--- config.mk ---
export PLATFORM = sky130hd
export DESIGN_NAME = dsr_top
export DESIGN_NICKNAME = d
export VERILOG_FILES = /design/src/verilog/dsr_pkg.sv /design/src/verilog/dsr_sync2.sv /design/src/verilog/dsr_output_stage.sv /design/src/verilog/dsr_top.sv
export SDC_FILE = /design/constraint.sdc
export NUM_CORES = 1
export LEC_CHECK = 0
export BUFFER_PORTS_ARGS = -buffer_cell sky130_fd_sc_hd__buf_4
export CORE_ASPECT_RATIO = 0.7
export CORE_MARGIN = 10
export CORE_UTILIZATION = 55
export CTS_CLUSTER_SIZE = 8
export DETAILED_ROUTE_END_ITERATION = 7
export GPL_TIMING_DRIVEN = 0
export HOLD_SLACK_MARGIN = 0.08
export PLACE_DENSITY = 0.85
export SLEW_MARGIN = 20
export SYNTH_ARGS = -nofsm -noshare
export SYNTH_HDL_FRONTEND = slang
export SYNTH_HIERARCHICAL = 1
export SYNTH_SLANG_ARGS = --single-unit
--- constraint.sdc ---
create_clock -name CLK_I -period 3.3 [get_ports CLK_I]
set_clock_uncertainty 0.05 [all_clocks]
set_input_delay 0.33 -clock CLK_I [delete_from_list [all_inputs] [get_ports CLK_I]]
set_output_delay 0.33 -clock CLK_I [all_outputs]
set_load 0.005 [all_outputs]
--- src/verilog/dsr_pkg.sv ---
// Constants and a helper function for the serial register access block.
// How it works
// RQ1 - Command byte selects register for writes, reads
// RQ2 - Two data bytes, upper first, form word
// RQ3 - Commit word at falling edge ending final acknowledge
// RQ4 - Output code is left aligned by resolution
// RQ5 - No-operation writes change nothing at all
// RQ6 - Identification read-only: resolution code, power-on scale
// RQ7 - Unassigned commands ignore writes, read as zero
// RQ8 - Four bytes, each acknowledged, thirty-six clocks
// RQ9 - Sync enable holds code until load strobe
package dsr_pkg;

  localparam logic [7:0] CMD_NOP = 8'h00;
  localparam logic [7:0] CMD_IDENT = 8'h01;
  localparam logic [7:0] CMD_SYNC = 8'h02;
  localparam logic [7:0] CMD_POWER = 8'h03;
  localparam logic [7:0] CMD_GAIN = 8'h04;
  localparam logic [7:0] CMD_TRIG = 8'h05;
  localparam logic [7:0] CMD_STATUS = 8'h07;
  localparam logic [7:0] CMD_CODE = 8'h08;

  localparam logic [3:0] TARGET_ADDR_HI = 4'h9;
  localparam logic [3:0] BIT_CNT_ACK = 4'h8;
  localparam logic [3:0] BIT_CNT_END = 4'h9;

  localparam int SYNC_EN_BIT = 0;
  localparam int REF_PWDN_BIT = 8;
  localparam int DAC_PWDN_BIT = 0;
  localparam int REF_DIV_BIT = 8;
  localparam int BUF_GAIN_BIT = 0;
  localparam int LOAD_STROBE_BIT = 4;
  localparam int ALARM_BIT = 0;
  localparam int SCALE_BIT = 7;

  localparam logic SYNC_EN_RST = 1'b0;
  localparam logic REF_PWDN_RST = 1'b0;
  localparam logic DAC_PWDN_RST = 1'b0;
  localparam logic REF_DIV_RST = 1'b0;
  localparam logic BUF_GAIN_RST = 1'b1;
  localparam logic [15:0] CODE_ZERO = 16'h0000;
  localparam logic [15:0] CODE_MID = 16'h8000;
  localparam logic [15:0] WORD_ZERO = 16'h0000;
  localparam logic [3:0] SOFT_RESET_CODE = 4'ha;

  // Keeps the upper code bits of a left-aligned word for the given resolution.
  function automatic logic [15:0] dsr_align(input logic [15:0] data, input int bits);
    logic [15:0] mask;
    mask = 16'hffff << (16 - bits);
    return data & mask;
  endfunction

endpackage

--- src/verilog/dsr_sync2.sv ---
// Two-flop synchroniser for asynchronous pin inputs.
module dsr_sync2 import dsr_pkg::*; #(
  parameter int WIDTH = 1
) (
  input wire logic CLK_I,                // System clock.
  input wire logic NRST_I,               // Asynchronous reset, active low.
  input wire logic [WIDTH-1:0] async_i,  // Asynchronous inputs.
  output logic [WIDTH-1:0] sync_o        // Synchronised outputs.
);

  logic [WIDTH-1:0] meta_r;
  logic [WIDTH-1:0] meta_nxt;
  logic [WIDTH-1:0] sync_r;
  logic [WIDTH-1:0] sync_nxt;

  always_comb begin
    meta_nxt = async_i;
    sync_nxt = meta_r;
  end

  always_ff @(posedge CLK_I or negedge NRST_I) begin
    if (!NRST_I) begin
      meta_r <= '0;
      sync_r <= '0;
    end else begin
      meta_r <= meta_nxt;
      sync_r <= sync_nxt;
    end
  end

  assign sync_o = sync_r;

endmodule // dsr_sync2

--- src/verilog/dsr_output_stage.sv ---
// Output code register and the code that drives the converter.
module dsr_output_stage import dsr_pkg::*; #(
  parameter int RES_BITS = 16,
  parameter logic POWER_ON_MID = 1'b0
) (
  input wire logic CLK_I,           // System clock.
  input wire logic NRST_I,          // Asynchronous reset, active low.
  input wire logic wr_i,            // Write pulse for the code register.
  input wire logic [15:0] data_i,   // Word written.
  input wire logic load_i,          // Load strobe pulse.
  input wire logic sync_en_i,       // Hold writes until the load strobe.
  input wire logic soft_rst_i,      // Return to the power-on code.
  output logic [15:0] code_o,       // Stored code, left aligned.
  output logic [15:0] active_o      // Code presented to the converter.
);

  localparam logic [15:0] POR_CODE = POWER_ON_MID ? CODE_MID : CODE_ZERO;

  logic [15:0] code_r;
  logic [15:0] code_nxt;
  logic [15:0] active_r;
  logic [15:0] active_nxt;

  always_comb begin
    code_nxt = code_r;
    active_nxt = active_r;
    if (soft_rst_i) begin
      code_nxt = POR_CODE;
      active_nxt = POR_CODE;
    end else begin
      if (wr_i) begin
        code_nxt = dsr_align(data_i, RES_BITS); // RQ4
        if (!sync_en_i) begin
          active_nxt = dsr_align(data_i, RES_BITS); // RQ9
        end
      end
      if (load_i) begin
        active_nxt = code_r; // RQ9
      end
    end
  end

  always_ff @(posedge CLK_I or negedge NRST_I) begin
    if (!NRST_I) begin
      code_r <= POR_CODE;
      active_r <= POR_CODE;
    end else begin
      code_r <= code_nxt;
      active_r <= active_nxt;
    end
  end

  assign code_o = code_r;
  assign active_o = active_r;

endmodule // dsr_output_stage

--- src/verilog/dsr_top.sv ---
// Two-wire serial target with the converter's command-selected register bank.
module dsr_top import dsr_pkg::*; #(
  parameter int RES_BITS = 16,
  parameter logic POWER_ON_MID = 1'b0,
  parameter logic [2:0] ID_RES_CODE = 3'h3,   // Arbitrary value.
  parameter logic [3:0] ID_MID_BITS = 4'h6,   // Arbitrary value.
  parameter logic [6:0] ID_LOW_BITS = 7'h2c   // Arbitrary value.
) (
  input wire logic CLK_I,            // System clock, 40 MHz.
  input wire logic NRST_I,           // Asynchronous reset, active low.
  input wire logic SCL_I,            // Serial clock pin.
  input wire logic SDA_I,            // Serial data pin level.
  output logic SDA_O,                // Serial data drive value.
  output logic SDA_OE_O,             // Serial data drive enable.
  input wire logic [2:0] ADDR_SEL_I, // Low three target address bits.
  input wire logic REF_ALARM_I,      // Reference alarm condition.
  output logic [15:0] DAC_CODE_O,    // Code presented to the converter.
  output logic SYNC_EN_O,            // Synchronous update mode.
  output logic DAC_PWDN_O,           // Converter power-down.
  output logic REF_PWDN_O,           // Internal reference disable.
  output logic REF_DIV_O,            // Reference divide by two.
  output logic BUF_GAIN_O            // Output buffer gain select.
);

  typedef enum logic [2:0] {
    ST_IDLE,
    ST_ADDR,
    ST_CMD,
    ST_HI,
    ST_LO,
    ST_TX_HI,
    ST_TX_LO
  } dsr_link_state_t;

  logic [5:0] pins_s;
  logic scl_s;
  logic sda_s;
  logic [2:0] addr_sel_s;
  logic alarm_s;

  dsr_sync2 #(.WIDTH(6)) u_sync (
    .CLK_I(CLK_I),
    .NRST_I(NRST_I),
    .async_i({REF_ALARM_I, ADDR_SEL_I, SDA_I, SCL_I}),
    .sync_o(pins_s)
  );

  assign scl_s = pins_s[0];
  assign sda_s = pins_s[1];
  assign addr_sel_s = pins_s[4:2];
  assign alarm_s = pins_s[5];

  dsr_link_state_t state_r;
  dsr_link_state_t state_nxt;
  logic [3:0] bit_cnt_r;
  logic [3:0] bit_cnt_nxt;
  logic [7:0] rx_sr_r;
  logic [7:0] rx_sr_nxt;
  logic [15:0] tx_sr_r;
  logic [15:0] tx_sr_nxt;
  logic [7:0] cmd_r;
  logic [7:0] cmd_nxt;
  logic [7:0] hi_r;
  logic [7:0] hi_nxt;
  logic sda_oe_r;
  logic sda_oe_nxt;
  logic nack_r;
  logic nack_nxt;
  logic scl_d_r;
  logic scl_d_nxt;
  logic sda_d_r;
  logic sda_d_nxt;

  logic scl_rise;
  logic scl_fall;
  logic start_det;
  logic stop_det;
  logic commit;
  logic [15:0] rd_word;
  logic [15:0] code_q;

  logic sync_en_r;
  logic sync_en_nxt;
  logic ref_pwdn_r;
  logic ref_pwdn_nxt;
  logic dac_pwdn_r;
  logic dac_pwdn_nxt;
  logic ref_div_r;
  logic ref_div_nxt;
  logic buf_gain_r;
  logic buf_gain_nxt;
  logic code_wr;
  logic load_pulse;
  logic soft_rst;
  logic [15:0] wr_word;

  assign scl_rise = scl_s & ~scl_d_r;
  assign scl_fall = ~scl_s & scl_d_r;
  assign start_det = scl_s & scl_d_r & sda_d_r & ~sda_s;
  assign stop_det = scl_s & scl_d_r & ~sda_d_r & sda_s;
  assign wr_word = {hi_r, rx_sr_r}; // RQ2

  // Read data for the register chosen by the last command byte.
  always_comb begin
    case (cmd_r) // RQ1
      CMD_IDENT: rd_word = {1'b0, ID_RES_CODE, ID_MID_BITS, POWER_ON_MID, ID_LOW_BITS}; // RQ6
      CMD_SYNC: rd_word = {15'h0000, sync_en_r};
      CMD_POWER: rd_word = {7'h00, ref_pwdn_r, 7'h00, dac_pwdn_r};
      CMD_GAIN: rd_word = {7'h00, ref_div_r, 7'h00, buf_gain_r};
      CMD_STATUS: rd_word = {15'h0000, alarm_s};
      CMD_CODE: rd_word = code_q;
      default: rd_word = WORD_ZERO; // RQ7
    endcase
  end

  // Serial link: bits are sampled on the clock rise and driven after its fall.
  always_comb begin
    state_nxt = state_r;
    bit_cnt_nxt = bit_cnt_r;
    rx_sr_nxt = rx_sr_r;
    tx_sr_nxt = tx_sr_r;
    cmd_nxt = cmd_r;
    hi_nxt = hi_r;
    sda_oe_nxt = sda_oe_r;
    nack_nxt = nack_r;
    scl_d_nxt = scl_s;
    sda_d_nxt = sda_s;
    commit = 1'b0;
    if (stop_det) begin
      state_nxt = ST_IDLE;
      sda_oe_nxt = 1'b0;
    end else if (start_det) begin
      state_nxt = ST_ADDR;
      bit_cnt_nxt = 4'h0;
      sda_oe_nxt = 1'b0;
    end else if (state_r != ST_IDLE) begin
      if (scl_rise) begin
        bit_cnt_nxt = bit_cnt_r + 4'h1;
        if (bit_cnt_r < BIT_CNT_ACK) begin
          rx_sr_nxt = {rx_sr_r[6:0], sda_s};
        end else begin
          nack_nxt = sda_s;
        end
      end else if (scl_fall) begin
        if (bit_cnt_r == BIT_CNT_ACK) begin
          case (state_r) // RQ8
            ST_ADDR: begin
              if (rx_sr_r[7:1] == {TARGET_ADDR_HI, addr_sel_s}) begin
                sda_oe_nxt = 1'b1;
              end else begin
                state_nxt = ST_IDLE;
              end
            end
            ST_CMD, ST_HI, ST_LO: sda_oe_nxt = 1'b1;
            default: sda_oe_nxt = 1'b0;
          endcase
        end else if (bit_cnt_r == BIT_CNT_END) begin
          bit_cnt_nxt = 4'h0;
          sda_oe_nxt = 1'b0;
          case (state_r)
            ST_ADDR: begin
              if (rx_sr_r[0]) begin
                state_nxt = ST_TX_HI;
                sda_oe_nxt = ~rd_word[15];
                tx_sr_nxt = {rd_word[14:0], 1'b0};
              end else begin
                state_nxt = ST_CMD;
              end
            end
            ST_CMD: begin
              cmd_nxt = rx_sr_r; // RQ1
              state_nxt = ST_HI;
            end
            ST_HI: begin
              hi_nxt = rx_sr_r; // RQ2
              state_nxt = ST_LO;
            end
            ST_LO: begin
              commit = 1'b1; // RQ3
              state_nxt = ST_IDLE;
            end
            ST_TX_HI: begin
              if (nack_r) begin
                state_nxt = ST_IDLE;
              end else begin
                state_nxt = ST_TX_LO;
                sda_oe_nxt = ~tx_sr_r[15];
                tx_sr_nxt = {tx_sr_r[14:0], 1'b0};
              end
            end
            default: state_nxt = ST_IDLE;
          endcase
        end else if (state_r == ST_TX_HI || state_r == ST_TX_LO) begin
          sda_oe_nxt = ~tx_sr_r[15];
          tx_sr_nxt = {tx_sr_r[14:0], 1'b0};
        end
      end
    end
  end

  always_ff @(posedge CLK_I or negedge NRST_I) begin
    if (!NRST_I) begin
      state_r <= ST_IDLE;
      bit_cnt_r <= 4'h0;
      rx_sr_r <= 8'h00;
      tx_sr_r <= 16'h0000;
      cmd_r <= CMD_NOP;
      hi_r <= 8'h00;
      sda_oe_r <= 1'b0;
      nack_r <= 1'b0;
      scl_d_r <= 1'b0;
      sda_d_r <= 1'b0;
    end else begin
      state_r <= state_nxt;
      bit_cnt_r <= bit_cnt_nxt;
      rx_sr_r <= rx_sr_nxt;
      tx_sr_r <= tx_sr_nxt;
      cmd_r <= cmd_nxt;
      hi_r <= hi_nxt;
      sda_oe_r <= sda_oe_nxt;
      nack_r <= nack_nxt;
      scl_d_r <= scl_d_nxt;
      sda_d_r <= sda_d_nxt;
    end
  end

  // Register bank updates, taken only on the committing edge.
  always_comb begin
    sync_en_nxt = sync_en_r;
    ref_pwdn_nxt = ref_pwdn_r;
    dac_pwdn_nxt = dac_pwdn_r;
    ref_div_nxt = ref_div_r;
    buf_gain_nxt = buf_gain_r;
    code_wr = 1'b0;
    load_pulse = 1'b0;
    soft_rst = 1'b0;
    if (commit) begin
      case (cmd_r) // RQ1
        CMD_SYNC: sync_en_nxt = wr_word[SYNC_EN_BIT];
        CMD_POWER: begin
          ref_pwdn_nxt = wr_word[REF_PWDN_BIT];
          dac_pwdn_nxt = wr_word[DAC_PWDN_BIT];
        end
        CMD_GAIN: begin
          ref_div_nxt = wr_word[REF_DIV_BIT];
          buf_gain_nxt = wr_word[BUF_GAIN_BIT];
        end
        CMD_TRIG: begin
          load_pulse = wr_word[LOAD_STROBE_BIT]; // RQ9
          soft_rst = (wr_word[3:0] == SOFT_RESET_CODE);
        end
        CMD_CODE: code_wr = 1'b1;
        default: code_wr = 1'b0; // RQ5 RQ7
      endcase
    end
    if (soft_rst) begin
      sync_en_nxt = SYNC_EN_RST;
      ref_pwdn_nxt = REF_PWDN_RST;
      dac_pwdn_nxt = DAC_PWDN_RST;
      ref_div_nxt = REF_DIV_RST;
      buf_gain_nxt = BUF_GAIN_RST;
    end
  end

  always_ff @(posedge CLK_I or negedge NRST_I) begin
    if (!NRST_I) begin
      sync_en_r <= SYNC_EN_RST;
      ref_pwdn_r <= REF_PWDN_RST;
      dac_pwdn_r <= DAC_PWDN_RST;
      ref_div_r <= REF_DIV_RST;
      buf_gain_r <= BUF_GAIN_RST;
    end else begin
      sync_en_r <= sync_en_nxt;
      ref_pwdn_r <= ref_pwdn_nxt;
      dac_pwdn_r <= dac_pwdn_nxt;
      ref_div_r <= ref_div_nxt;
      buf_gain_r <= buf_gain_nxt;
    end
  end

  dsr_output_stage #(.RES_BITS(RES_BITS), .POWER_ON_MID(POWER_ON_MID)) u_out (
    .CLK_I(CLK_I),
    .NRST_I(NRST_I),
    .wr_i(code_wr),
    .data_i(wr_word),
    .load_i(load_pulse),
    .sync_en_i(sync_en_r),
    .soft_rst_i(soft_rst),
    .code_o(code_q),
    .active_o(DAC_CODE_O)
  );

  // Open-drain data pin: only ever pulls low.
  assign SDA_O = 1'b0;
  assign SDA_OE_O = sda_oe_r;
  assign SYNC_EN_O = sync_en_r;
  assign DAC_PWDN_O = dac_pwdn_r;
  assign REF_PWDN_O = ref_pwdn_r;
  assign REF_DIV_O = ref_div_r;
  assign BUF_GAIN_O = buf_gain_r;

endmodule // dsr_top

Word level (Yosys, flattened, before mapping)

Index checks and enable logic that the tools add are counted.

Output and inout bits: 23
Word-level logic and storage cells: 166
Bits of input ports: 8
Register bits: 100

Reductions and logical operators: 29
Bitwise gates (word level): 18
Eq/ne operators: 26
$add $sub $neg: 1
Magnitude comparators: 1
Mux-type cells: 72

Operators with widths:

| cell                                          | number |
|---|---|
| 2-to-1 mux 16 bit                             | 10 |
| case mux 16 bit (6 select lines)              | 1 |
| 2-to-1 mux 1 bit                              | 40 |
| 2-to-1 mux 3 bit                              | 11 |
| case mux 16 bit (2 select lines)              | 1 |
| == test 8 x 3 -> 1 bit, second input constant | 3 |
| 2-to-1 mux 4 bit                              | 6 |
| AND reduction 5 bit                           | 4 |
| nonzero test 3 bit                            | 6 |
| == test 8 x 2 -> 1 bit, second input constant | 2 |
| AND reduction 8 bit                           | 2 |
| nonzero test 2 bit                            | 7 |
| == test 4 bit, second input constant          | 3 |
| case mux 3 bit (4 select lines)               | 1 |
| inverter 1 bit                                | 11 |
| AND reduction 10 bit                          | 1 |
| == test 3 bit, second input constant          | 3 |
| != test 3 x 1 -> 1 bit, second input constant | 3 |
| != test 3 bit, second input constant          | 3 |
| == test 8 x 1 -> 1 bit, second input constant | 1 |
| == test 8 x 4 -> 1 bit, second input constant | 1 |
| AND reduction 2 bit                           | 4 |
| AND 1 bit                                     | 7 |
| == test 7 bit                                 | 1 |
| other kinds (13)                              | 15 |

Depth between registers and ports, before layout

Gate-level depths: netlist of run 1.

Depth after elaboration: 13
Gate-level depth with buffers: 12
Mapped depth without buffers: 9

Modules after synthesis

Netlist of run 1, hierarchy kept.

Modules (own cells, without submodules):

| module           | area each (um2) | seq. area each (um2) | instances | cells each |
|---|---|---|---|---|
| dsr_top          | 3,052.9         | 1,377.6              | 1         | 295 |
| dsr_output_stage | 1,552.7         | 800.8                | 1         | 123 |
| dsr_sync2        | 300.3           | 300.3                | 1         | 12 |

Worst setup path after synthesis of run 1

OpenSTA, ideal clock, no wires.

Path type: register to register
From: register bit_cnt_r[0]
To: register u_out.active_r[10], in the netlist u_out/active_o[10]
Arrival: 2,674 ps
Required time: 3,125 ps
Buffers on the path: 3
Library setup time: 125 ps
Slack: 450 ps
Stages on the path, launching flop included: 13
Period minus slack after synthesis: 2,850 ps
Cells stage by stage: dfrtp_1 > inv_1 > ha_1 > and3b_1 > buf_2 > a211oi_4 > nand4_2 > nor4_1 > buf_4 > buf_4 > mux2i_1 > nor2_1 > mux2_4

Longest elaborated chain between the ends: 11
Elaborated cells between the ends (all ways): 17
Those cells by class: 3 x eq/ne; 12 x mux; 2 x reduce/logical

RTL lines:

| item                                                                      | RTL line               | text |
|---|---|---|
| from (decl)                                                               | dsr_top.sv:55          | `logic [3:0] bit_cnt_r;` |
| from (signal assigned)                                                    | dsr_top.sv:215         | `bit_cnt_r <= bit_cnt_nxt;` |
| == test 4 bit                                                             | dsr_top.sv:157         | `end else if (bit_cnt_r == BIT_CNT_END) begin` |
| 2-to-1 mux 1 bit                                                          | dsr_top.sv:157         |  |
| 2-to-1 mux 1 bit *                                                        | dsr_top.sv:145         | `if (bit_cnt_r == BIT_CNT_ACK) begin` |
| 2-to-1 mux 1 bit *                                                        | dsr_top.sv:144         | `end else if (scl_fall) begin` |
| 2-to-1 mux 1 bit *                                                        | dsr_top.sv:137         | `if (scl_rise) begin` |
| 2-to-1 mux 1 bit *                                                        | dsr_top.sv:136         | `end else if (state_r != ST_IDLE) begin` |
| 2-to-1 mux 1 bit *                                                        | dsr_top.sv:132         | `end else if (start_det) begin` |
| 2-to-1 mux 1 bit *                                                        | dsr_top.sv:129         | `if (stop_det) begin` |
| 2-to-1 mux 1 bit *                                                        | dsr_top.sv:237         | `if (commit) begin` |
| via load_pulse                                                            | dsr_top.sv:93          | `logic load_pulse;` |
| != test 3 x 1 -> 1 bit (no source line), or another cell as far along     | n/a                    |  |
| AND reduction 2 bit (no source line) or 2-to-1 mux 16 bit (tied branches) | n/a                    |  |
| to (signal assigned)                                                      | dsr_output_stage.sv:49 | `active_r <= active_nxt;` |
| to (decl)                                                                 | dsr_output_stage.sv:21 | `logic [15:0] active_r;` |

Mark *: on every way through the listed nets, which the timed path passes. The rest lies on a longest branch.
A chain may end at the register's enable or synchronous reset.

Worst setup path after layout of run 1

Same ends and word-level chain as after synthesis.

==> out/results.txt, run 1 <==
status -> complete, no violations
vias in the first global route -> 3,560
Pwr Total -> 2.95 mW
setup ws final -> 0.200 ns
post-synthesis compound-gate area fraction -> 0.104
worst hold start -> u_sync/meta_r[1]
hpwl dp -> 7840 um
Die X -> 133 um
Area growth, synth to finish -> 15.5%
vias after detailed routing -> 3,602
Crit path required time -> 3.48 ns
Final ANT Viol Nets -> 0
fillers -> 633
clk buf depth -> 2
global-route wire length before repair -> 18,300 um
Cell Area, Synth -> 0.00491 mm^2
Die Y -> 99.0 um
Post-Synth Simple-Gate Area -> 0.140
Post-synth ARST share -> 1.00
WHS Path Cells -> 0
wire length per cell -> 18.8 um
drt total wl -> 11,300 um
# DRC -> 0
post-synthesis sequential area ratio -> 0.505
layout cells sized above 1 -> 0.255
startpoint types -> register
number of CTS-inserted buffers -> 9
antenna violations before repair -> 0
Setup Viol. Count Final -> 0
synthesized net count -> 444
Sequential cell area -> 0.00248 mm^2
Nets -> 491
synth warn -> 6
RSZ-0062 raised after global routing -> no
Synth cell types -> 64
crit path DAT -> 3.28 ns
Reg-to-Reg End -> u_out/active_o[10]
GRT Total Usage -> 0.172
WS Path Type -> reg2reg
Port Buffers -> 29
# IOs -> 31
CTS tree -> built
clock sinks -> 99
Final Max Tran Viols -> 0
endpoint type of the worst setup path -> register
htree depth -> 3
total die area -> 0.0132 mm^2
Cell Pwr Density -> 521 mW/mm^2
core footprint -> 0.00858 mm^2
Vias per Instance -> 5.98
Placer Congestion -> 0.944
VDD IR max -> 403 uV
Synth Instances -> 430
adder-cell share of the synthesized area -> 0.0153
Rows -> 28
iteration-0 DRC count of the detailed router -> 397
fin area -> 0.00567 mm^2
pre-CTS setup slack -> 0.0147 ns
Pre-Repair DR Iteration Count -> 4
Finished Layout Cells -> 602
Hold Fails Final Rpt -> 0
FF+latch count, synth -> 99
clock latency on the worst-skew pair -> 0.35 ns
headroom to the max-slew limit -> 0.307
crit path max fanout -> 17
fmax -> 323 MHz
Area after DPL -> 0.00528 mm^2
Placed Cells -> 579
synth top area cells -> dfrtp_1 50%, mux2_2 8.7%, mux2i_1 6.7%, nor2_1 5.3%, mux2_4 3.1%
Reg clk slew, reported paths -> 0.07 ns
min cycle time layout -> 3.10 ns
Hold WC Path Type -> reg2reg
main combinational cell family by area after synthesis -> multiplexers
Hold EP -> u_sync/sync_o[1]
Post-Route Setup TNS -> 0 ns
mux share of post-synthesis cell area -> 0.185
Reg-to-Reg Start -> bit_cnt_r[0]
flop2flop setup slack -> 0.20 ns
Remaining Overflow, GRT -> 0
Initial Util -> 0.572
final design utilization -> 0.660
Synth area leader -> dfrtp_1
syn_area_per_cell -> 11.4 um^2
area of the multi-input gates -> 0.00224 mm^2
Final Cycle Share -> 0.939
area share of the largest cell type after synthesis -> 0.500
Worst-Margin Slew -> 1.03 ns
Worst Reg-to-Reg Cells -> 11
Root Buffer -> clkbuf_16
Max-cap violations -> 0
XOR/XNOR share of the synthesized area -> 0.00893
number of synthesized flops with an enable pin -> 0
worst hold slack -> 0.301 ns
Antenna diodes -> 0
Post-synth top flop -> dfrtp_1
Pleak -> 2.68 nW
largest net degree at the start of global routing -> 100
==> repair_timing <==
item	4_1_cts	5_1_grt
resized for setup	1	0
hold buffers	7	0
endpoints found under the setup margin	1	10
buffers inserted	0	1
hold endpoints to repair	52	0
pin swaps	0	1
gates cloned	0	0
==> sequential cells by signal, indices dropped and copies added (netlist names), 3 cells and up <==
name            count
u_out/code_o       16
state_r             3
rx_sr_r             8
u_sync/sync_o       6
bit_cnt_r           4
u_sync/meta_r       6
hi_r                8
cmd_r               8
u_out/active_o     16
tx_sr_r            15
==> cells by family after synthesis <==
logic type,Yosys count
adder cells (fa/ha/maj),6
multiplexers,81
AND/OR/NAND/NOR,136
flip-flops,99
AO/OA/AOI/OAI,64
XOR/XNOR,5
buffers and inverters,38
other,1
==> critical path: stages (launching register included) <==
cell and delay (ns):
dfrtp_1 0.43, inv_1 0.07, ha_1 0.24, and3b_1 0.18, buf_2 0.17, a211oi_4 0.31, nand4_4 0.22, nor4_1 0.31
buf_4 0.36, a211oi_4 0.14, buf_12 0.18, mux2_4 0.30
==> metal layers <==
metal  global-route usage  wire length [um]  vias up
met4               0.0531               197        0
li1                     -                 -     1632
met3               0.0603              1010       22
met5                    0                 0        -
met1                0.233              5120     1794
met2                0.254              4970      154
==> final cells by class <==
cell class                 count  area share
multi-input combinational    293       0.395
inverter                      14     0.00928
tap                          120      0.0265
sequential                    99       0.438
clock buffer                  11      0.0428
buffer                        23      0.0243
timing repair buffer          37      0.0528
clock inverter                 5      0.0117
==> Yosys cell counts, types with 3 or more instances <==
master    instances
a21oi_1           7
ha_1              6
mux2_2           38
a31oi_1           4
o22ai_1           4
dfrtp_1          98
nand4_1           3
a22o_1            4
o21ai_0           7
a21o_1            6
clkbuf_1          8
a221oi_1         12
nand2b_1          6
mux2_4           10
nor3_1            7
nand2_1          17
buf_2            10
nand3b_1          3
mux2i_1          33
nor2_1           69
nor3b_1           3
xnor2_1           4
buf_4             3
inv_1            13
nor4bb_1          3
nand3_1           5
==> how the worst max path moves through the flow <==
stage	from	to	slack (ns)	cells past startpoint
6_report	bit_cnt_r[0]	u_out/active_o[10]	0.20	11
5_1_grt	bit_cnt_r[0]	u_out/active_o[11]	0.05	11
4_1_cts	bit_cnt_r[0]	u_out/active_o[8]	0.06	12
3_5_place_dp	bit_cnt_r[0]	u_out/active_o[8]	0.01	12
3_3_place_gp	bit_cnt_r[0]	u_out/active_o[8]	0.09	12
2_1_floorplan	bit_cnt_r[0]	u_out/active_o[10]	0.45	12
==> power by group <==
part | switching (mW) | internal, mW
clock | 0.465 | 0.619
sequential | 0.114 | 1.29
combinational | 0.274 | 0.193
==> layout by cell type, fill, tap and decap left out, types with 3 or more instances in the layout <==
| master | synthesis | routed |
|---|---|---|
| dfrtp_1 | 98 | 98 |
| nor2_1 | 69 | 69 |
| mux2_2 | 38 | 38 |
| mux2i_1 | 33 | 33 |
| buf_4 | 3 | 31 |
| nand2_1 | 17 | 17 |
| inv_1 | 13 | 13 |
| a221oi_1 | 12 | 12 |
| buf_2 | 10 | 10 |
| mux2_4 | 10 | 10 |
| clkbuf_1 | 8 | 9 |
| clkbuf_16 | 0 | 9 |
| nor3_1 | 7 | 7 |
| a21oi_1 | 7 | 7 |
| o21ai_0 | 7 | 7 |
| dlygate4sd3_1 | 0 | 7 |
| nand2b_1 | 6 | 6 |
| a21o_1 | 6 | 6 |
| ha_1 | 6 | 6 |
| nand3_1 | 5 | 5 |
| a22o_1 | 4 | 4 |
| a31oi_1 | 4 | 4 |
| xnor2_1 | 4 | 4 |
| o22ai_1 | 4 | 4 |
| buf_6 | 2 | 3 |
| nor3b_1 | 3 | 3 |
| nor4bb_1 | 3 | 3 |
| nand3b_1 | 3 | 3 |
| nand4_1 | 3 | 3 |
No activity file was read; power rests on OpenSTA's default activity.
==> run 2: changes to the inputs <==
CORE_UTILIZATION = 59   (was 55)
PLACE_DENSITY = 0.9   (was 0.85)
SLEW_MARGIN = unset   (was 20)
==> run 2 against run 1 <==
  * Total power rose by 1.1%
  * Sequential power hardly changed
  * Via count is 0.83% higher
  * Sequential share of layout area rose by 0.090 points
  * Fmax shrank 1.6%
  * Wire length grew 0.14%
  * Design area down 0.15%
  * Clock power about the same
  * Combinational power grew 2%
  * Worst hold slack lost 0.15 ns
  * Die area fell by 5.6%
  * Critical path type unchanged
  * Critical endpoint is now u_out/active_o[8]
==> out/results.txt, run 2 (synthesis gave the netlist of run 1 again) <==
status -> complete, no violations
min cycle time layout -> 3.15 ns (+0.0493 ns)
clock sinks -> 99 (unchanged)
switching share of total power -> 0.295 (+0.00578)
Int Pwr -> 2.11 mW (+0.27%)
Die Y -> 96.3 um (-2.8%)
number of CTS-inserted buffers -> 9 (unchanged)
Reg-to-Reg Start -> bit_cnt_r[0]
Max-cap violations -> 0 (unchanged)
Pwr Total -> 2.99 mW (+1.1%)
Cell Pwr Density -> 528 mW/mm^2 (+1.3%)
startpoint types -> register
Reg-to-Reg End -> u_out/active_o[8]
crit path DAT -> 3.34 ns (+0.06 ns)
Crit-path slowest cell -> dfrtp_2
fmax -> 318 MHz (-1.6%)
layout cells sized above 1 -> 0.263 (+0.00775)
Setup Viol. Count Final -> 0 (unchanged)
# IOs -> 31 (unchanged)
htree depth -> 3 (unchanged)
clock latency on the worst-skew pair -> 0.35 ns (about the same)
Antenna diodes -> 0 (unchanged)
global-route wire length before repair -> 18,700 um (+2.1%)
Pre-Repair DR Iteration Count -> 5 (+1)
Worst Reg-to-Reg Cells -> 12 (+1)
Pleak -> 2.69 nW (+0.35%)
CTS tree -> built
Reg clk slew, reported paths -> 0.07 ns (about the same)
combinational share of power -> 0.160 (+0.002)
Crit path required time -> 3.49 ns (about the same)
iteration-0 DRC count of the detailed router -> 416 (+4.8%)
Hold Fails Final Rpt -> 0 (unchanged)
Worst-Margin Slew -> 1.22 ns (+0.190 ns)
sequential share of power -> 0.470 (-0.004)
headroom to the max-slew limit -> 0.189 (-0.118)
core footprint -> 0.00797 mm^2 (-7.1%)
setup ws final -> 0.151 ns (-0.0493 ns)
clock group share of total power -> 0.370 (+0.003)
wire length per cell -> 19.4 um (+3.2%)
vias after detailed routing -> 3,632 (+0.83%)
largest net degree at the start of global routing -> 100 (unchanged)
Die X -> 129 um (-2.9%)
Port Buffers -> 29 (unchanged)
Initial Util -> 0.615 (+0.0438)
total die area -> 0.0124 mm^2 (-5.6%)
final design utilization -> 0.710 (+0.0495)
Final ANT Viol Nets -> 0 (unchanged)
most common cell after layout, fill and taps aside -> dfrtp_1
Vias per Instance -> 6.22 (+3.9%)
antenna violations before repair -> 0 (unchanged)
clk buf depth -> 2 (unchanged)
Placer Congestion -> 0.971 (+2.8%)
Crit path top cell by count -> buf_4
fillers -> 546 (-14%)
Final Max Tran Viols -> 0 (unchanged)
Root Buffer -> clkbuf_16
pre-CTS setup slack -> 0.0114 ns (-0.00333 ns)
Nets -> 492 (+0.20%)
hpwl dp -> 7740 um (-1.3%)
Worst path max stage delay -> 0.42 ns (about the same)
# DRC -> 0 (unchanged)
Remaining Overflow, GRT -> 0 (unchanged)
flop2flop setup slack -> 0.15 ns (-0.05 ns)
RSZ-0062 raised after global routing -> no
Post-Route Setup TNS -> 0 ns (unchanged)
GRT Total Usage -> 0.191 (+0.0189)
Final Cycle Share -> 0.954 (+0.0149)
switching power -> 0.881 mW (+3.1%)
crit path max fanout -> 10 (-7)
vias in the first global route -> 3,668 (+3.0%)
WS Path Type -> reg2reg
Area growth, synth to finish -> 15.3%
VDD IR max -> 330 uV (-18%)
Hold WC Path Type -> in2async
CP Cell Sequence -> inv_1, ha_1, and3b_1, buf_2, a211oi_4, nand4_4, nor4_1, buf_4, buf_4, mux2i_1, nor2_1, mux2_4
Rows -> 27 (-3.6%)
drt total wl -> 11,300 um (+0.14%)
endpoint type of the worst setup path -> register
most frequent cells in the layout -> 97 x dfrtp_1, 69 x nor2_1, 38 x mux2_2
==> run 2: metrics by stage <==
| stage | cells | hold WS, ns | instance area, um^2 |
|---|---|---|---|
| 2_1_floorplan | 430 | -0.0156 | 4910 |
| 3_3_place_gp | 560 | 0.281 | 5250 |
| 3_5_place_dp | 560 | 0.285 | 5250 |
| 4_1_cts | 582 | 0.232 | 5640 |
| 5_1_grt | 584 | 0.286 | 5660 |
| 6_report | 584 | 0.152 | 5660 |
==> run 2: how the worst max path moves through the flow <==
| stage | startpoint | endpoint | slack [ns] | depth (start not counted) |
|---|---|---|---|---|
| global route | bit_cnt_r[0] | u_out/active_o[8] | 0.005 | 12 |
| floorplan | bit_cnt_r[0] | u_out/active_o[10] | 0.45 | 12 |
| CTS | bit_cnt_r[0] | u_out/active_o[8] | 0.03 | 12 |
| detailed placement | bit_cnt_r[0] | u_out/active_o[8] | 0.01 | 12 |
| finish | bit_cnt_r[0] | u_out/active_o[8] | 0.15 | 12 |
| global placement | bit_cnt_r[0] | u_out/active_o[8] | 0.09 | 12 |
==> run 2: power groups by stage <==
stage	logic (mW)	registers, mW	clock network (mW)
6_report	0.478	1.40	1.11
5_1_grt	0.527	1.41	1.16
4_1_cts	0.461	1.40	1.12
3_5_place_dp	0.448	1.42	0
3_3_place_gp	0.425	1.41	0
2_1_floorplan	0.332	1.38	0
==> run 2: cell type report <==
type | count | area (um^2) | share of cell area
Clock inverter | 6 | 82.6 | 0.0146
Buffer | 24 | 145 | 0.0257
Timing Repair Buffer | 37 | 293 | 0.0518
Sequential cell | 99 | 2480 | 0.438
Clock buffer | 10 | 239 | 0.0422
Tap cell | 101 | 126 | 0.0223
Multi-Input combinational cell | 293 | 2240 | 0.396
Inverter | 14 | 52.6 | 0.00929
==> run 2: timing repair <==
action | CTS | global route
endpoints found under the setup margin | 4 | 10
endpoints found under the hold margin | 6 | 0
hold buffers | 6 | 0
cloned | 0 | 0
buffers inserted | 0 | 2
pin swaps | 0 | 1
gates resized for setup | 1 | 1
==> run 2: critical path, delay by kind of cell (launching register included) <==
| family | cells | cell delay (ns) |
|---|---|---|
| AOI/OAI and AO/OA | 1 | 0.25 |
| buffers and inverters | 4 | 0.74 |
| and+or+nand+nor | 4 | 0.81 |
| DFF | 1 | 0.42 |
| muxes | 2 | 0.52 |
| adders and majority gates | 1 | 0.25 |
==> run 2: layer usage <==
metal	part of all wire	wire length, um	GRT usage
met1	0.45	5060	0.250
met2	0.47	5380	0.306
met3	0.061	685	0.0533
met4	0.017	195	0.0594
met5	0	0	0
==> run 3: changes to the inputs <==
PLACE_DENSITY = 0.78   (was 0.9)
==> run 3 against run 2 <==
  * Final cell count did not move
  * Sequential share of layout area up 0.27 points
  * Core utilization down 0.47 points
  * Total power is 4.1% lower
  * Sequential power about the same
  * Global-route usage is 0.51 points higher
  * Design area shrank 0.66%
  * Flip-flop and latch count did not move
  * Combinational power decreased by 2%
  * First-iteration DRC count decreased by 25%
  * Clock-buffer cell count grew 1
  * Critical path type unchanged
  * Critical endpoint is now u_out/active_o[6]
==> out/results.txt, run 3 (synthesis gave the netlist of run 1 again) <==
CTS tree -> built
GRT Total Usage -> 0.196 (+0.00513)
Area growth, synth to finish -> 14.5%
switching share of total power -> 0.300 (+0.00510)
Crit path required time -> 3.49 ns (about the same)
Die X -> 129 um (unchanged)
status -> complete, no violations
Finished Layout Cells -> 584 (unchanged)
Pleak -> 2.67 nW (-0.61%)
# DRC -> 0 (unchanged)
total die area -> 0.0124 mm^2 (unchanged)
Pwr Total -> 2.86 mW (-4.1%)
Cell Pwr Density -> 510 mW/mm^2 (-3.5%)
Vias per Instance -> 6.03 (-3.0%)
pre-CTS setup slack -> 0.101 ns (+0.0895 ns)
endpoint type of the worst setup path -> register
setup ws final -> 0.262 ns (+0.111 ns)
startpoint types -> register
crit path DAT -> 3.23 ns (-0.11 ns)
WS Path Type -> reg2reg
Final Cycle Share -> 0.921 (-0.0337)
most common cell after layout, fill and taps aside -> dfrtp_1
Post-Route Setup TNS -> 0 ns (unchanged)
number of CTS-inserted buffers -> 9 (unchanged)
combinational share of power -> 0.164 (+0.004)
global-route wire length before repair -> 18,900 um (+1.1%)
clock latency on the worst-skew pair -> 0.35 ns (about the same)
drt total wl -> 11,500 um (+1.6%)
Remaining Overflow, GRT -> 0 (unchanged)
Hold Fails Final Rpt -> 0 (unchanged)
core footprint -> 0.00797 mm^2 (unchanged)
worst hold slack -> 0.173 ns (+0.0210 ns)
RSZ-0062 raised after global routing -> no
Int Pwr -> 2.00 mW (-4.8%)
largest net degree at the start of global routing -> 100 (unchanged)
crit path max fanout -> 10 (unchanged)
layout cells sized above 1 -> 0.259 (-0.00414)
fmax -> 329 MHz (+3.7%)
most frequent cells in the layout -> 98 x dfrtp_1, 69 x nor2_1, 38 x mux2_2
Final ANT Viol Nets -> 0 (unchanged)
wire length per cell -> 19.7 um (+1.6%)
Max-cap violations -> 0 (unchanged)
antenna violations before repair -> 0 (unchanged)
Rows -> 27 (unchanged)
sequential share of power -> 0.489 (+0.019)
Final Max Tran Viols -> 0 (unchanged)
Setup Viol. Count Final -> 0 (unchanged)
headroom to the max-slew limit -> 0.184 (-0.00516)
min cycle time layout -> 3.04 ns (-0.111 ns)
Die Y -> 96.3 um (unchanged)
VDD IR max -> 307 uV (-7.0%)
Reg clk slew, reported paths -> 0.07 ns (about the same)
vias in the first global route -> 3,527 (-3.8%)
switching power -> 0.859 mW (-2.5%)
Antenna diodes -> 0 (unchanged)
Pre-Repair DR Iteration Count -> 5 (unchanged)
Worst-Margin Slew -> 1.22 ns (+0.00774 ns)
Placer Congestion -> 0.866 (-11%)
clock group share of total power -> 0.346 (-0.024)
Nets -> 492 (unchanged)
vias after detailed routing -> 3,524 (-3.0%)
iteration-0 DRC count of the detailed router -> 314 (-25%)
fillers -> 588 (+7.7%)
Port Buffers -> 29 (unchanged)
htree depth -> 3 (unchanged)
clock sinks -> 99 (unchanged)
Placed Cells -> 560 (unchanged)
Initial Util -> 0.615 (unchanged)
# IOs -> 31 (unchanged)
clk buf depth -> 2 (unchanged)
hpwl dp -> 7980 um (+3.1%)
Root Buffer -> clkbuf_16
Hold WC Path Type -> in2async
-- run 3: final timing paths --
kind,end,depth (start not counted),slack (ns),start
worst max-delay path,u_out/active_o[6],12,0.26,bit_cnt_r[0]
worst min-delay path,u_sync/meta_r[3],1,0.17,NRST_I
worst max register to register,u_out/active_o[6],12,0.26,bit_cnt_r[0]
worst min register to register,u_sync/sync_o[1],0,0.30,u_sync/meta_r[1]
max in group asynchronous,u_out/code_o[12],1,2.23,NRST_I
min in group CLK_I,u_sync/sync_o[1],0,0.30,u_sync/meta_r[1]
-- run 3: power by group through the flow --
stage	registers, mW	logic [mW]	clock network, mW
floorplan	1.38	0.332	0
global placement	1.42	0.437	0
detailed placement	1.42	0.450	0
CTS	1.40	0.457	1.01
global route	1.42	0.531	1.06
finish	1.40	0.470	0.992
-- run 3: per-stage QoR --
step / utilization / instance area [um^2]
finish: 0.705 / 5620
detailed placement: 0.659 / 5250
global route: 0.705 / 5620
global placement: 0.659 / 5250
floorplan: - / 4910
CTS: 0.701 / 5590
-- run 3: cell type report --
cell class              count  area (um^2)  area share
plain buffers              24          145      0.0258
multi-input cells         293         2240       0.399
flip-flops and latches     99         2480       0.441
inverters                  14         52.6     0.00935
clock inverters             5         46.3     0.00824
clock buffers              11          233      0.0414
well taps                 101          126      0.0225
repair buffers             37          293      0.0521
-- run 3: per-layer routing --
| layer | global-route usage | share of wire | vias up |
|---|---|---|---|
| li1 | - | - | 1624 |
| met1 | 0.272 | 0.47 | 1761 |
| met2 | 0.284 | 0.44 | 127 |
| met3 | 0.0648 | 0.077 | 12 |
| met4 | 0.0651 | 0.015 | 0 |
| met5 | 0 | 0 | - |
-- run 3: what timing repair did --
| item | in CTS | in global routing |
|---|---|---|
| endpoints found under the hold margin | 6 | 0 |
| gates resized for setup | 0 | 2 |
| buffers inserted | 0 | 2 |
| hold buffers | 6 | 0 |
| endpoints found under the setup margin | 0 | 10 |
-- run 3: worst max-delay path: stages (launching register included) --
cell	delay, ns
dfrtp_1	0.42
inv_1	0.07
ha_1	0.23
and3b_1	0.18
buf_2	0.16
a211oi_4	0.25
nand4_4	0.22
nor4_2	0.29
buf_4	0.23
buf_4	0.25
mux2i_1	0.23
nor2_1	0.06
mux2_4	0.27
